<file path="src/dwcp_defs.svh">
`ifndef DWCP_DEFS_SVH
`define DWCP_DEFS_SVH
// Data-write policy codes.
`define DWCP_DPOL_MERGE 2'h0
`define DWCP_DPOL_THRU 2'h1
`define DWCP_DPOL_BYPASS 2'h2
// Instruction-write policy codes.
`define DWCP_IPOL_UPD_DCB 2'h0
`define DWCP_IPOL_UPD_DCU 2'h1
`define DWCP_IPOL_INV_DCB 2'h2
`define DWCP_IPOL_INV_DCU 2'h3
// Reset values of the policy selections.
`define DWCP_DPOL_RESET 2'h0
`define DWCP_IPOL_RESET 2'h1
// Space codes of a write request.
`define DWCP_SPACE_NONE 2'h0
`define DWCP_SPACE_INSTR 2'h1
`define DWCP_SPACE_DATA 2'h2
`endif

</file>
<file path="src/dwcp_pkg.sv">
`default_nettype none
package dwcp_pkg;
  typedef struct packed {
    logic mem_wr;
    logic dc_upd;
    logic dc_dirty;
    logic ic_upd;
    logic ic_inv;
    logic dc_inv;
  } dwcp_route_type;
endpackage
`default_nettype wire

</file>
<file path="src/dwcp_route_if.sv">
`timescale 1ns/1ps
`default_nettype none
interface dwcp_route_if;
  logic is_instr;
  logic download;
  logic ic_hit;
  logic dc_hit;
  logic ic_en;
  logic dc_en;
  logic [1:0] dpol;
  logic [1:0] ipol;
  dwcp_pkg::dwcp_route_type route;
  modport ctl (output is_instr, download, ic_hit, dc_hit, ic_en, dc_en, dpol, ipol,
    input route);
  modport dec (input is_instr, download, ic_hit, dc_hit, ic_en, dc_en, dpol, ipol,
    output route);
endinterface
`default_nettype wire

</file>
<file path="src/dwcp_top.sv">
`timescale 1ns/1ps
`default_nettype none
`include "dwcp_defs.svh"
// Overview of operation
// [RULE_01] Merge policy: data hit updates cache only, marks dirty; miss goes to memory.
// [RULE_02] Write-through policy: data hit updates cache and memory; miss memory only.
// [RULE_03] Bypass policy: data writes go only to memory; data cache untouched.
// [RULE_04] Data cache disabled: data writes go to memory, policy ignored.
// [RULE_05] Download writes go to memory and invalidate matching cache entries.
// [RULE_06] A write with no space given is treated as an instruction write.
// [RULE_07] Both caches disabled: instruction writes go to memory only.
// [RULE_08] Instruction cache off: memory written, data cache follows instruction policy.
// [RULE_09] Update/bypass: instruction hit updates icache and memory, dcache untouched.
// [RULE_10] Update/update: hits update both caches and memory.
// [RULE_11] Invalidate/bypass: icache hit invalidated, memory only, dcache untouched.
// [RULE_12] Invalidate/update: icache hit invalidated, memory written, dcache hit updated.
// [RULE_13] Users must beware dirty lines overwriting memory under bypassing policies.
// [RULE_14] Policy selections reset to merge data and update-both instruction policy.
module dwcp_top (
  // Clock and reset.
  input wire logic CLK_IN,
  input wire logic RST_IN,
  // Policy configuration.
  input wire logic CFG_WE_IN,
  input wire logic [1:0] CFG_DPOL_IN,
  input wire logic [1:0] CFG_IPOL_IN,
  input wire logic IC_EN_IN,
  input wire logic DC_EN_IN,
  // Write request.
  input wire logic REQ_VALID_IN,
  input wire logic [1:0] REQ_SPACE_IN,
  input wire logic REQ_DOWNLOAD_IN,
  input wire logic IC_HIT_IN,
  input wire logic DC_HIT_IN,
  // Routing result.
  output logic ROUTE_VALID_OUT,
  output logic MEM_WR_OUT,
  output logic DC_UPD_OUT,
  output logic DC_DIRTY_OUT,
  output logic IC_UPD_OUT,
  output logic IC_INV_OUT,
  output logic DC_INV_OUT,
  // Configuration readback.
  output logic [1:0] DPOL_OUT,
  output logic [1:0] IPOL_OUT
);
  // ==========================================================
  // State.
  typedef struct packed {
    logic [1:0] dpol;
    logic [1:0] ipol;
    logic valid;
    dwcp_pkg::dwcp_route_type route;
  } dwcp_state_type;

  dwcp_state_type state_reg;
  dwcp_state_type state_next;
  dwcp_route_if rif ();

  // ==========================================================
  // Decode.
  // An untyped request falls into instruction space.
  assign rif.is_instr = (REQ_SPACE_IN != `DWCP_SPACE_DATA); // [RULE_06]
  assign rif.download = REQ_DOWNLOAD_IN;
  assign rif.ic_hit = IC_HIT_IN;
  assign rif.dc_hit = DC_HIT_IN;
  assign rif.ic_en = IC_EN_IN;
  assign rif.dc_en = DC_EN_IN;
  assign rif.dpol = state_reg.dpol;
  assign rif.ipol = state_reg.ipol;

  dwcp_decode u_dwcp_decode (
    .rif(rif)
  );

  // ==========================================================
  // Registers.
  always_comb begin
    state_next = state_reg;
    // Unused data code 3 is refused so the selection never leaves the legal set.
    if (CFG_WE_IN && (CFG_DPOL_IN != 2'h3)) begin
      state_next.dpol = CFG_DPOL_IN;
    end
    if (CFG_WE_IN) begin
      state_next.ipol = CFG_IPOL_IN;
    end
    state_next.valid = REQ_VALID_IN;
    state_next.route = REQ_VALID_IN ? rif.route : '0;
  end

  always_ff @(posedge CLK_IN or posedge RST_IN) begin
    if (RST_IN) begin
      state_reg.dpol <= `DWCP_DPOL_RESET; // [RULE_14]
      state_reg.ipol <= `DWCP_IPOL_RESET; // [RULE_14]
      state_reg.valid <= 1'b0;
      state_reg.route <= '0;
    end else begin
      state_reg <= state_next;
    end
  end

  assign ROUTE_VALID_OUT = state_reg.valid;
  assign MEM_WR_OUT = state_reg.route.mem_wr;
  assign DC_UPD_OUT = state_reg.route.dc_upd;
  assign DC_DIRTY_OUT = state_reg.route.dc_dirty;
  assign IC_UPD_OUT = state_reg.route.ic_upd;
  assign IC_INV_OUT = state_reg.route.ic_inv;
  assign DC_INV_OUT = state_reg.route.dc_inv;
  assign DPOL_OUT = state_reg.dpol;
  assign IPOL_OUT = state_reg.ipol;

  // ==========================================================
  // Checks.
  property p_merge_hit;
    @(posedge CLK_IN) disable iff (RST_IN)
    (REQ_VALID_IN && !REQ_DOWNLOAD_IN && REQ_SPACE_IN == `DWCP_SPACE_DATA && DC_EN_IN &&
     DC_HIT_IN && state_reg.dpol == `DWCP_DPOL_MERGE)
    |=> (DC_UPD_OUT && DC_DIRTY_OUT && !MEM_WR_OUT);
  endproperty
  a_merge_hit: assert property (p_merge_hit) else $error("merge hit misrouted"); // [RULE_01]

  property p_thru_hit;
    @(posedge CLK_IN) disable iff (RST_IN)
    (REQ_VALID_IN && !REQ_DOWNLOAD_IN && REQ_SPACE_IN == `DWCP_SPACE_DATA && DC_EN_IN &&
     DC_HIT_IN && state_reg.dpol == `DWCP_DPOL_THRU)
    |=> (DC_UPD_OUT && MEM_WR_OUT && !DC_DIRTY_OUT);
  endproperty
  a_thru_hit: assert property (p_thru_hit) else $error("write-through hit misrouted"); // [RULE_02]

  property p_bypass;
    @(posedge CLK_IN) disable iff (RST_IN)
    (REQ_VALID_IN && !REQ_DOWNLOAD_IN && REQ_SPACE_IN == `DWCP_SPACE_DATA &&
     state_reg.dpol == `DWCP_DPOL_BYPASS) |=> (MEM_WR_OUT && !DC_UPD_OUT);
  endproperty
  a_bypass: assert property (p_bypass) else $error("bypass touched data cache"); // [RULE_03]

  property p_dc_off;
    @(posedge CLK_IN) disable iff (RST_IN)
    (REQ_VALID_IN && !REQ_DOWNLOAD_IN && REQ_SPACE_IN == `DWCP_SPACE_DATA && !DC_EN_IN)
    |=> (MEM_WR_OUT && !DC_UPD_OUT && !DC_DIRTY_OUT);
  endproperty
  a_dc_off: assert property (p_dc_off) else $error("disabled data cache written"); // [RULE_04]

  property p_download;
    @(posedge CLK_IN) disable iff (RST_IN)
    (REQ_VALID_IN && REQ_DOWNLOAD_IN) |=> (MEM_WR_OUT && !DC_UPD_OUT && !IC_UPD_OUT
      && IC_INV_OUT == $past(IC_HIT_IN) && DC_INV_OUT == $past(DC_HIT_IN));
  endproperty
  a_download: assert property (p_download) else $error("download misrouted"); // [RULE_05]

  property p_untyped;
    @(posedge CLK_IN) disable iff (RST_IN)
    (REQ_VALID_IN && !REQ_DOWNLOAD_IN && REQ_SPACE_IN == `DWCP_SPACE_NONE)
    |=> (MEM_WR_OUT && !DC_DIRTY_OUT);
  endproperty
  a_untyped: assert property (p_untyped) else $error("untyped write not instruction"); // [RULE_06]

  property p_both_off;
    @(posedge CLK_IN) disable iff (RST_IN)
    (REQ_VALID_IN && !REQ_DOWNLOAD_IN && REQ_SPACE_IN != `DWCP_SPACE_DATA && !IC_EN_IN &&
     !DC_EN_IN) |=> (MEM_WR_OUT && !DC_UPD_OUT && !IC_UPD_OUT && !IC_INV_OUT);
  endproperty
  a_both_off: assert property (p_both_off) else $error("caches off but touched"); // [RULE_07]

  property p_ic_off;
    @(posedge CLK_IN) disable iff (RST_IN)
    (REQ_VALID_IN && !REQ_DOWNLOAD_IN && REQ_SPACE_IN != `DWCP_SPACE_DATA && !IC_EN_IN)
    |=> (MEM_WR_OUT && !IC_UPD_OUT && !IC_INV_OUT);
  endproperty
  a_ic_off: assert property (p_ic_off) else $error("disabled icache touched"); // [RULE_08]

  property p_upd_dcb;
    @(posedge CLK_IN) disable iff (RST_IN)
    (REQ_VALID_IN && !REQ_DOWNLOAD_IN && REQ_SPACE_IN != `DWCP_SPACE_DATA && IC_EN_IN &&
     IC_HIT_IN && state_reg.ipol == `DWCP_IPOL_UPD_DCB) |=> (IC_UPD_OUT && MEM_WR_OUT
      && !DC_UPD_OUT);
  endproperty
  a_upd_dcb: assert property (p_upd_dcb) else $error("upd_dcb misrouted"); // [RULE_09]

  property p_upd_dcu;
    @(posedge CLK_IN) disable iff (RST_IN)
    (REQ_VALID_IN && !REQ_DOWNLOAD_IN && REQ_SPACE_IN != `DWCP_SPACE_DATA && IC_EN_IN &&
     DC_EN_IN && IC_HIT_IN && DC_HIT_IN && state_reg.ipol == `DWCP_IPOL_UPD_DCU)
    |=> (IC_UPD_OUT && DC_UPD_OUT && MEM_WR_OUT);
  endproperty
  a_upd_dcu: assert property (p_upd_dcu) else $error("upd_dcu misrouted"); // [RULE_10]

  property p_inv_dcb;
    @(posedge CLK_IN) disable iff (RST_IN)
    (REQ_VALID_IN && !REQ_DOWNLOAD_IN && REQ_SPACE_IN != `DWCP_SPACE_DATA && IC_EN_IN &&
     IC_HIT_IN && state_reg.ipol == `DWCP_IPOL_INV_DCB) |=> (IC_INV_OUT && !IC_UPD_OUT
      && MEM_WR_OUT && !DC_UPD_OUT);
  endproperty
  a_inv_dcb: assert property (p_inv_dcb) else $error("inv_dcb misrouted"); // [RULE_11]

  property p_inv_dcu;
    @(posedge CLK_IN) disable iff (RST_IN)
    (REQ_VALID_IN && !REQ_DOWNLOAD_IN && REQ_SPACE_IN != `DWCP_SPACE_DATA && IC_EN_IN &&
     DC_EN_IN && IC_HIT_IN && DC_HIT_IN && state_reg.ipol == `DWCP_IPOL_INV_DCU)
    |=> (IC_INV_OUT && DC_UPD_OUT && MEM_WR_OUT);
  endproperty
  a_inv_dcu: assert property (p_inv_dcu) else $error("inv_dcu misrouted"); // [RULE_12]

  property p_reset_pol;
    @(posedge CLK_IN) $fell(RST_IN) |-> (DPOL_OUT == `DWCP_DPOL_RESET &&
      IPOL_OUT == `DWCP_IPOL_RESET);
  endproperty
  a_reset_pol: assert property (p_reset_pol) else $error("policy reset value wrong"); // [RULE_14]

  property p_cov_merge;
    @(posedge CLK_IN) disable iff (RST_IN) DC_DIRTY_OUT;
  endproperty
  c_cov_merge: cover property (p_cov_merge);

  property p_cov_inv;
    @(posedge CLK_IN) disable iff (RST_IN) IC_INV_OUT && DC_UPD_OUT;
  endproperty
  c_cov_inv: cover property (p_cov_inv);

  property p_cov_dl;
    @(posedge CLK_IN) disable iff (RST_IN) DC_INV_OUT && IC_INV_OUT;
  endproperty
  c_cov_dl: cover property (p_cov_dl);
endmodule
`default_nettype wire

</file>
<file path="src/dwcp_decode.sv">
`timescale 1ns/1ps
`default_nettype none
`include "dwcp_defs.svh"
module dwcp_decode (
  dwcp_route_if.dec rif
);
  always_comb begin
    rif.route = '0;
    if (rif.download) begin
      rif.route.mem_wr = 1'b1; // [RULE_05]
      rif.route.ic_inv = rif.ic_hit; // [RULE_05]
      rif.route.dc_inv = rif.dc_hit; // [RULE_05]
    end else if (!rif.is_instr) begin
      rif.route.mem_wr = 1'b1;
      if (rif.dc_en && rif.dc_hit) begin // [RULE_04]
        unique case (rif.dpol)
          `DWCP_DPOL_MERGE: begin
            rif.route.mem_wr = 1'b0; // [RULE_01]
            rif.route.dc_upd = 1'b1; // [RULE_01]
            rif.route.dc_dirty = 1'b1; // [RULE_01]
          end
          `DWCP_DPOL_THRU: rif.route.dc_upd = 1'b1; // [RULE_02]
          default: rif.route.dc_upd = 1'b0; // [RULE_03]
        endcase
      end
    end else begin
      // Instruction writes always reach memory so the processor fetches new code.
      rif.route.mem_wr = 1'b1;
      if (rif.ic_en || rif.dc_en) begin // [RULE_07]
        if (rif.ic_en && rif.ic_hit) begin // [RULE_08]
          rif.route.ic_upd = (rif.ipol == `DWCP_IPOL_UPD_DCB) ||
            (rif.ipol == `DWCP_IPOL_UPD_DCU); // [RULE_09] [RULE_10]
          rif.route.ic_inv = (rif.ipol == `DWCP_IPOL_INV_DCB) ||
            (rif.ipol == `DWCP_IPOL_INV_DCU); // [RULE_11] [RULE_12]
        end
        rif.route.dc_upd = rif.dc_en && rif.dc_hit &&
          ((rif.ipol == `DWCP_IPOL_UPD_DCU) || (rif.ipol == `DWCP_IPOL_INV_DCU)); // [RULE_10] [RULE_12]
      end
    end
  end
endmodule
`default_nettype wire

</file>
<file path="config.mk">
export PLATFORM = sky130hd
export DESIGN_NAME = dwcp_top
export DESIGN_NICKNAME = d
export VERILOG_FILES = /design/src/dwcp_pkg.sv /design/src/dwcp_route_if.sv /design/src/dwcp_top.sv /design/src/dwcp_decode.sv
export VERILOG_INCLUDE_DIRS = /design/src
export SDC_FILE = /design/constraint.sdc
export NUM_CORES = 1
export LEC_CHECK = 0
export BUFFER_PORTS_ARGS = -buffer_cell sky130_fd_sc_hd__buf_2
export CORE_AREA = 2 2 39 41
export DETAILED_ROUTE_END_ITERATION = 12
export DIE_AREA = 0 0 41 43
export PLACE_DENSITY = 0.62
export SLEW_MARGIN = 25
export SYNTH_ARGS = -nofsm -noshare
export SYNTH_HDL_FRONTEND = slang
export SYNTH_SLANG_ARGS = --single-unit
export TNS_END_PERCENT = 50
</file>
<file path="constraint.sdc">
create_clock -name CLK_IN -period 1.2 [get_ports CLK_IN]
set_input_delay 0.24 -clock CLK_IN [delete_from_list [all_inputs] [get_ports CLK_IN]]
set_output_delay 0.24 -clock CLK_IN [all_outputs]
set_load 0.02 [all_outputs]
</file>
==> results of run 1 <==
[sequential cells by signal, summed over array words and instances (netlist names)]
register and cells:
ROUTE_VALID_OUT 1, IPOL_OUT 2, IC_INV_OUT 1, IC_UPD_OUT 1, DC_DIRTY_OUT 1, DC_UPD_OUT 1, DC_INV_OUT 1, DPOL_OUT 2
MEM_WR_OUT 1
[stage by stage]
step	cells	setup slack, ns
3_3_place_gp	75	0.202
2_1_floorplan	34	0.195
3_5_place_dp	75	0.195
6_report	80	0.0405
4_1_cts	80	0.0143
5_1_grt	80	0.00248
[routing by layer]
layer	part of all wire	up-vias
li1	-	180
met1	0.44	164
met2	0.45	18
met3	0.091	2
met4	0.014	0
met5	0	-
[worst paths after layout]
check	endpoint	cells after the start	start
worst max-delay path	IPOL_OUT[0]	1	IPOL_OUT[0]
worst min-delay path	ROUTE_VALID_OUT	1	REQ_VALID_IN
worst max register to register	MEM_WR_OUT	1	DPOL_OUT[0]
worst min register to register	DC_DIRTY_OUT	1	DPOL_OUT[0]
max in group asynchronous	IPOL_OUT[0]	3	RST_IN
min in group asynchronous	DC_UPD_OUT	3	RST_IN
[area by class of cell]
cell class / count / area (µm²) / area share
multi-input cells: 22 / 146 / 0.238
flip-flops and latches: 11 / 277 / 0.450
inverters: 1 / 3.75 / 0.00611
repair buffers: 26 / 141 / 0.230
well taps: 16 / 20.0 / 0.0326
clock buffers: 4 / 26.3 / 0.0428
[Yosys cell counts, drive strengths merged, types with 2 or more instances]
| library cell | instances | area (µm²) |
|---|---|---|
| dfrtp | 10 | 250 |
| nor2 | 5 | 18.8 |
| mux2 | 2 | 22.5 |
| nand2 | 2 | 7.51 |
| nand3b | 2 | 15.0 |
| nor2b | 2 | 12.5 |
[cell families after synthesis]
logic type / after synthesis
buffers and inverters: 1
AND/OR/NAND/NOR: 17
AO/OA/AOI/OAI: 3
multiplexers: 2
flip-flops: 11
[power by group through the flow]
| stage | combinational [W] | sequential (W) | clock [W] |
|---|---|---|---|
| floorplan | 0.0000404 | 0.000446 | 0 |
| global placement | 0.000126 | 0.000418 | 0 |
| detailed placement | 0.000128 | 0.000419 | 0 |
| CTS | 0.000133 | 0.000412 | 0.000249 |
| global route | 0.000146 | 0.000416 | 0.000265 |
| finish | 0.000133 | 0.000412 | 0.000236 |
[timing repair]
action,in CTS,in global routing
hold buffers,1,0
resized for setup,1,1
hold endpoints to repair,10,0
setup buffers,0,0
setup endpoints to repair,1,1
pin swaps,0,0
==> impl_metrics.yaml, run 1 <==
global_routing:
  grt_pass1_vias: 305
  met3_usage: 0.0314
  grt_start_max_net_pins: 12
  grt-busiest-layer: "met2"
  antenna_found_initial: 0
  groute.layer.met1.usage: 0.133
  use_met2: 0.153
  grt_usage: 0.112
  grt_pass1_wl_um: 1260
  grt_overflow_total: 0
critical_path:
  worst_path_max_delay_cell: "dfstp_2"
  cp_data_required_time_ns: 0.96
  endpoint_kind: "primary output"
  critical_path.cell_chain: "buf_6"
  reg2reg_slack_ns: 0.26
  cp_num_buf_inv: 1
  critPathMaxStageDelay_ns: 0.55
  cp-start-kind: "register"
  worst-path-max-fanout: 3
  crit_family: "flip-flops"
  critPathKind: "reg -> out"
  worst_ep_arrival_time_ns: 0.92
pwr:
  p_seq_frac: 0.527
  finalPower_w: 0.000780
  power.switching_w: 0.000196
  comb_power_share: 0.170
  ir_worst_vdd_v: 0.000681
  internal_power_w: 0.000584
  clockPowerShare: 0.303
  p_leak_nw: 0.322
  powerDensity_nw_per_um2: 1270
  p_sw_frac: 0.251
clocking:
  root_buffer: "clkbuf_4"
  clkTransAtPathRegs_ns: 0.06
  cts_buffer_depth: 2
  clock_sinks: 11
  clock_latency_ns: 0.26
  cts_buffers: 3
  htreeDepth: 1
  cts_tree: "done"
synth:
  synth_cells: 34
  yosysWarnings: 0
  synth-adder-area-share: 0
  yosys.area_share.simple: 0.238
  ys_seq_area_frac: 0.648
  synth_top_family_by_area: "simple AND/OR/NAND/NOR gates"
  synth_mux_area_frac: 0.0528
  synth_compound_area_frac: 0.0528
  synthesis.nets: 49
  avgSynthCellArea_um2: 12.5
  synth_area_um2: 427
  async_flop_share: 1.00
  ys.flop_type: "dfrtp_1"
  synthXorXnorAreaFrac: 0
  synth_edf_count: 0
  ys_ff_latch: 11
  ys_types: 17
finish:
  fin_util: 0.444
  final_common_cell: "buf_2"
  fillers: 141
  final_cell_mix: "buf_2, dfrtp_1, nor2_1"
  finish.instance_area_um2: 614
  layout-drive-gt1-share: 0.516
  area_delta_synth_final_pct: 44.0
  antenna_cells: 0
  nets: 80
route:
  wl_per_cell_um: 10.4
  drtIter0Drc: 6
  vias: 364
  via_per_inst: 4.55
  drt-total-wl_um: 834
  antenna_left: 0
  drtPass1Iterations: 2
  drc_errors: 0
die:
  core_um2: 1380
  initial_core_util: 0.308
  io_pins: 26
  placementRows: 14
  die_area_um2: 1760
  die_h_um: 43
  die_x_um: 41
timing:
  fin_crit_sh: 0.966
  final.setup.tns_ns: 0
  rsz0062_at_grt: "false"
  finalClockSkew_ns: 0.00151
  hold_violations: 0
  fin_hold_ws_ns: 0.153
  slew_viol_final: 0
  setup_viol: 0
  layout_min_cycle_time_ns: 1.16
  clock.fmax_mhz: 862
  tightestPinTransition_ns: 0.404
  maxSlewHeadroom: 0.730
job:
  maxCapViolCount: 0
status:
  status: "complete, no violations"
worst_hold_path:
  hold_class: "in -> reg"
place:
  globalplace.congestion: 0.670
  place_area_um2: 572
  port_buffers: 25
Power figures use the tool's default switching activity.
==> run 2: changes to the inputs <==
--- a/config.mk
+++ b/config.mk
@@ -7,10 +7,12 @@
 export NUM_CORES = 1
 export LEC_CHECK = 0
 export BUFFER_PORTS_ARGS = -buffer_cell sky130_fd_sc_hd__buf_2
+export CAP_MARGIN = 20
 export CORE_AREA = 2 2 39 41
 export DETAILED_ROUTE_END_ITERATION = 12
 export DIE_AREA = 0 0 41 43
 export PLACE_DENSITY = 0.62
+export SETUP_SLACK_MARGIN = 0.05
 export SLEW_MARGIN = 25
 export SYNTH_ARGS = -nofsm -noshare
 export SYNTH_HDL_FRONTEND = slang
==> run 2 against run 1 <==
Compared with the run above: sequential share of layout area fell by 0.54 points; die area stayed put; routed wire length rose by 4.2%; critical path depth did not move; flip-flop and latch count did not move; power rose by 0.91%; worst setup slack better by 0.0039 ns; final cell count rose by 1.3%; design area up 1.2%; critical path type unchanged; critical endpoint unchanged; highest routed layer unchanged.
==> impl_metrics.yaml, run 2 (same netlist as run 1, synthesis figures left out) <==
timing:
  clock.fmax_mhz: 865
  maxSlewHeadroom: 0.731
  setup_viol: 0
  final.setup.tns_ns: 0
  rsz0062_at_grt: "true"
  tightestPinTransition_ns: 0.404
  fin_crit_sh: 0.963
  setup_slack_ns: 0.0443
  finalClockSkew_ns: 0.00127
  slew_viol_final: 0
  layout_min_cycle_time_ns: 1.16
  hold_violations: 0
clocking:
  cts_tree: "done"
  htreeDepth: 1
  clkTransAtPathRegs_ns: 0.06
  clock_sinks: 11
  cts_buffers: 3
  root_buffer: "clkbuf_4"
  clock_latency_ns: 0.26
  cts_buffer_depth: 2
critical_path:
  cp_num_buf_inv: 1
  crit_cells: 1
  r2r_end: "MEM_WR_OUT"
  crit_path_start: "IPOL_OUT[0]"
  worst-path-max-fanout: 2
  critical_path.cell_chain: "buf_6"
  crit_family: "flip-flops"
  r2r_start: "DPOL_OUT[0]"
  cp_data_required_time_ns: 0.96
  cp-start-kind: "register"
  critPathMaxStageDelay_ns: 0.55
  crit_path_end: "IPOL_OUT[0]"
  reg2regPathDepth: 1
  worst_ep_arrival_time_ns: 0.92
  endpoint_kind: "primary output"
  reg2reg_slack_ns: 0.25
  worst_path_max_delay_cell: "dfstp_2"
  critPathKind: "reg -> out"
route:
  drc_errors: 0
  via_per_inst: 4.58
  antenna_left: 0
  vias: 371
  wl_per_cell_um: 10.7
  drtPass1Iterations: 2
  drt-total-wl_um: 869
  drtIter0Drc: 6
place:
  globalplace.congestion: 0.670
  place_inst: 75
  preCtsSetupSlack_ns: 0.195
  port_buffers: 25
die:
  die_x_um: 41
  initial_core_util: 0.308
  core_um2: 1380
  placementRows: 14
  die_area_um2: 1760
  die_h_um: 43
  io_pins: 26
worst_hold_path:
  hold_class: "in -> reg"
global_routing:
  grt_pass1_vias: 319
  grt_start_max_net_pins: 12
  antenna_found_initial: 0
  grt_pass1_wl_um: 1320
  grt_usage: 0.117
  grt_overflow_total: 0
finish:
  layout-drive-gt1-share: 0.523
  final_common_cell: "buf_2"
  antenna_cells: 0
  final_cell_mix: "buf_2, dfrtp_1, nor2_1"
  area_delta_synth_final_pct: 45.7
  finalNonFillerCells: 81
  nets: 81
  fillers: 141
  fin_util: 0.449
pwr:
  powerDensity_nw_per_um2: 1270
  ir_worst_vdd_v: 0.000686
  p_leak_nw: 0.326
status:
  status: "complete, no violations"
job:
  maxCapViolCount: 0
-- run 2: changes by cell type in the layout (fill, tap and decap cells not counted), sizes merged --
| cell | previous run | this run |
|---|---|---|
| buf | 25 | 26 |
-- run 2: final cells by class --
type	instances	area [µm²]	area share
clock buffers	4	26.3	0.0423
inverters	1	3.75	0.00604
multi-input cells	22	146	0.235
flip-flops and latches	11	277	0.445
well taps	16	20.0	0.0322
repair buffers	27	149	0.239
-- run 2: how the worst min path moves through the flow --
| stage | startpoint | end | slack [ns] | cells past startpoint |
|---|---|---|---|---|
| 2_1_floorplan | RST_IN | DC_DIRTY_OUT | 0.09 | 1 |
| 3_3_place_gp | RST_IN | ROUTE_VALID_OUT | 0.24 | 2 |
| 3_5_place_dp | RST_IN | ROUTE_VALID_OUT | 0.24 | 2 |
| 4_1_cts | REQ_VALID_IN | ROUTE_VALID_OUT | 0.15 | 1 |
| 5_1_grt | REQ_VALID_IN | ROUTE_VALID_OUT | 0.14 | 1 |
| 6_report | REQ_VALID_IN | ROUTE_VALID_OUT | 0.15 | 1 |
-- run 2: where the power goes --
group / leakage, nW / switching, W / internal (W)
clock: 0.0150 / 0.000109 / 0.000128
sequential: 0.138 / 0.0000162 / 0.000396
combinational: 0.173 / 0.0000742 / 0.0000644
-- run 2: what timing repair did --
action,4_1_cts,5_1_grt
hold buffers,1,0
setup buffers,1,0
gates resized for setup,2,0
endpoints found under the setup margin,1,1
endpoints found under the hold margin,10,0
-- run 2: per-stage QoR --
stage	power (W)	instance area, µm²	hold slack [ns]
3_5_place_dp	0.000546	572	0.244
3_3_place_gp	0.000544	572	0.237
5_1_grt	0.000832	622	0.142
6_report	0.000787	622	0.153
2_1_floorplan	0.000486	427	0.0917
4_1_cts	0.000801	622	0.147
-- run 2: per-layer routing --
| layer | track usage | wire, µm | vias up |
|---|---|---|---|
| li1 | - | - | 181 |
| met1 | 0.143 | 389 | 170 |
| met2 | 0.159 | 392 | 18 |
| met3 | 0.0314 | 75 | 2 |
| met4 | 0.100 | 12 | 0 |
| met5 | 0 | 0 | - |
==> run 3: changes to the inputs <==
--- a/config.mk
+++ b/config.mk
@@ -6,11 +6,12 @@
 export SDC_FILE = /design/constraint.sdc
 export NUM_CORES = 1
 export LEC_CHECK = 0
+export ABC_CLOCK_PERIOD_IN_PS = 1200
 export BUFFER_PORTS_ARGS = -buffer_cell sky130_fd_sc_hd__buf_2
 export CAP_MARGIN = 20
-export CORE_AREA = 2 2 39 41
+export CORE_AREA = 4 4 41 43
 export DETAILED_ROUTE_END_ITERATION = 12
-export DIE_AREA = 0 0 41 43
+export DIE_AREA = 0 0 45 47
 export PLACE_DENSITY = 0.62
 export SETUP_SLACK_MARGIN = 0.05
 export SLEW_MARGIN = 25
==> run 3 against run 2 <==
Compared with the run above: utilization grew 2.8 points; sequential power is essentially flat; flip-flop and latch count is the same; power grew 1.8%; worst setup slack lost 0.0080 ns; die area grew 20%; clock skew is essentially flat; via count shrank 2.4%; critical endpoint unchanged; largest cell class unchanged; largest power group unchanged.
==> impl_metrics.yaml, run 3 (same netlist as run 1, synthesis figures left out) <==
die:
  initial_core_util: 0.328
  die_x_um: 45
  placementRows: 13
  core_um2: 1300
  io_pins: 26
  die_h_um: 47
  die_area_um2: 2120
route:
  wl_per_cell_um: 11.9
  drtIter0Drc: 0
  drt-total-wl_um: 955
  drtPass1Iterations: 1
  antenna_left: 0
  vias: 362
  drc_errors: 0
  via_per_inst: 4.53
place:
  globalplace.congestion: 0.657
  port_buffers: 25
finish:
  final_cell_mix: "buf_2, dfrtp_1, nor2_1"
  antenna_cells: 0
  area_delta_synth_final_pct: 45.5
  register_area_um2: 277
  fin_util: 0.477
  layout-drive-gt1-share: 0.523
  final_common_cell: "buf_2"
  fillers: 140
  nets: 81
  multiInputGateArea_um2: 146
clocking:
  clkTransAtPathRegs_ns: 0.07
  cts_buffer_depth: 2
  clock_latency_ns: 0.26
  clock_sinks: 11
  cts_buffers: 3
  cts_tree: "done"
  htreeDepth: 1
  root_buffer: "clkbuf_4"
status:
  status: "complete, no violations"
critical_path:
  cp_num_buf_inv: 1
  worst_path_max_delay_cell: "dfstp_2"
  cp-start-kind: "register"
  cp_data_required_time_ns: 0.96
  crit_cells: 1
  critPathKind: "reg -> out"
  worst-path-max-fanout: 2
  endpoint_kind: "primary output"
  critical_path.cell_chain: "buf_6"
  crit_family: "flip-flops"
  worst_ep_arrival_time_ns: 0.92
  critPathMaxStageDelay_ns: 0.54
  reg2regPathDepth: 1
timing:
  layout_min_cycle_time_ns: 1.16
  finalClockSkew_ns: 0.000807
  slew_viol_final: 0
  final.setup.tns_ns: 0
  tightestPinTransition_ns: 0.413
  setup_viol: 0
  fin_crit_sh: 0.970
  hold_violations: 0
  rsz0062_at_grt: "true"
  maxSlewHeadroom: 0.724
  clock.fmax_mhz: 859
pwr:
  finalPower_w: 0.000802
  p_leak_nw: 0.326
  ir_worst_vdd_v: 0.000549
  powerDensity_nw_per_um2: 1290
global_routing:
  grt_usage: 0.0986
  grt_pass1_wl_um: 1470
  grt_overflow_total: 0
  grt_pass1_vias: 357
  grt_start_max_net_pins: 12
  antenna_found_initial: 0
worst_hold_path:
  hold_path_depth: 1
  hold_class: "in -> reg"
job:
  maxCapViolCount: 0
[run 3: final timing paths]
check / start / slack (ns) / endpoint
worst max-delay path: IPOL_OUT[0] / 0.04 / IPOL_OUT[0]
worst min-delay path: REQ_VALID_IN / 0.13 / ROUTE_VALID_OUT
worst max register to register: DPOL_OUT[0] / 0.25 / MEM_WR_OUT
worst min register to register: DPOL_OUT[0] / 0.50 / DC_DIRTY_OUT
max in group asynchronous: RST_IN / 0.38 / IPOL_OUT[0]
min in group asynchronous: RST_IN / 0.50 / ROUTE_VALID_OUT
[run 3: cell type report]
cell class | count | share of cell area
Inverter | 1 | 0.00605
Tap cell | 15 | 0.0302
Timing Repair Buffer | 27 | 0.240
Multi-Input combinational cell | 22 | 0.236
Clock buffer | 4 | 0.0423
Sequential cell | 11 | 0.446
[run 3: repair_timing]
action,CTS,global route
hold buffers,1,0
cloned,0,0
endpoints found under the hold margin,10,0
buffers inserted,1,0
gates resized for setup,2,0
endpoints found under the setup margin,1,1
[run 3: stage by stage]
stage	setup WS (ns)	hold slack [ns]	std cells	area, µm²
floorplan	0.195	0.0917	34	427
global placement	0.206	0.244	74	571
detailed placement	0.192	0.245	74	571
CTS	0.0307	0.127	80	621
global route	0.0149	0.139	80	621
finish	0.0363	0.133	80	621
[run 3: metal layers]
metal / GRT usage / vias to the layer above / routed length [µm]
li1: - / 179 / -
met1: 0.107 / 164 / 388
met2: 0.169 / 17 / 472
met3: 0.0230 / 2 / 80
met4: 0.0702 / 0 / 14
met5: 0 / - / 0
[run 3: power by group]
group / switching (W) / internal [W] / total (W)
sequential: 0.0000160 / 0.000395 / 0.000411
clock: 0.000123 / 0.000129 / 0.000251
combinational: 0.0000748 / 0.0000645 / 0.000139
total: 0.000213 / 0.000588 / 0.000802
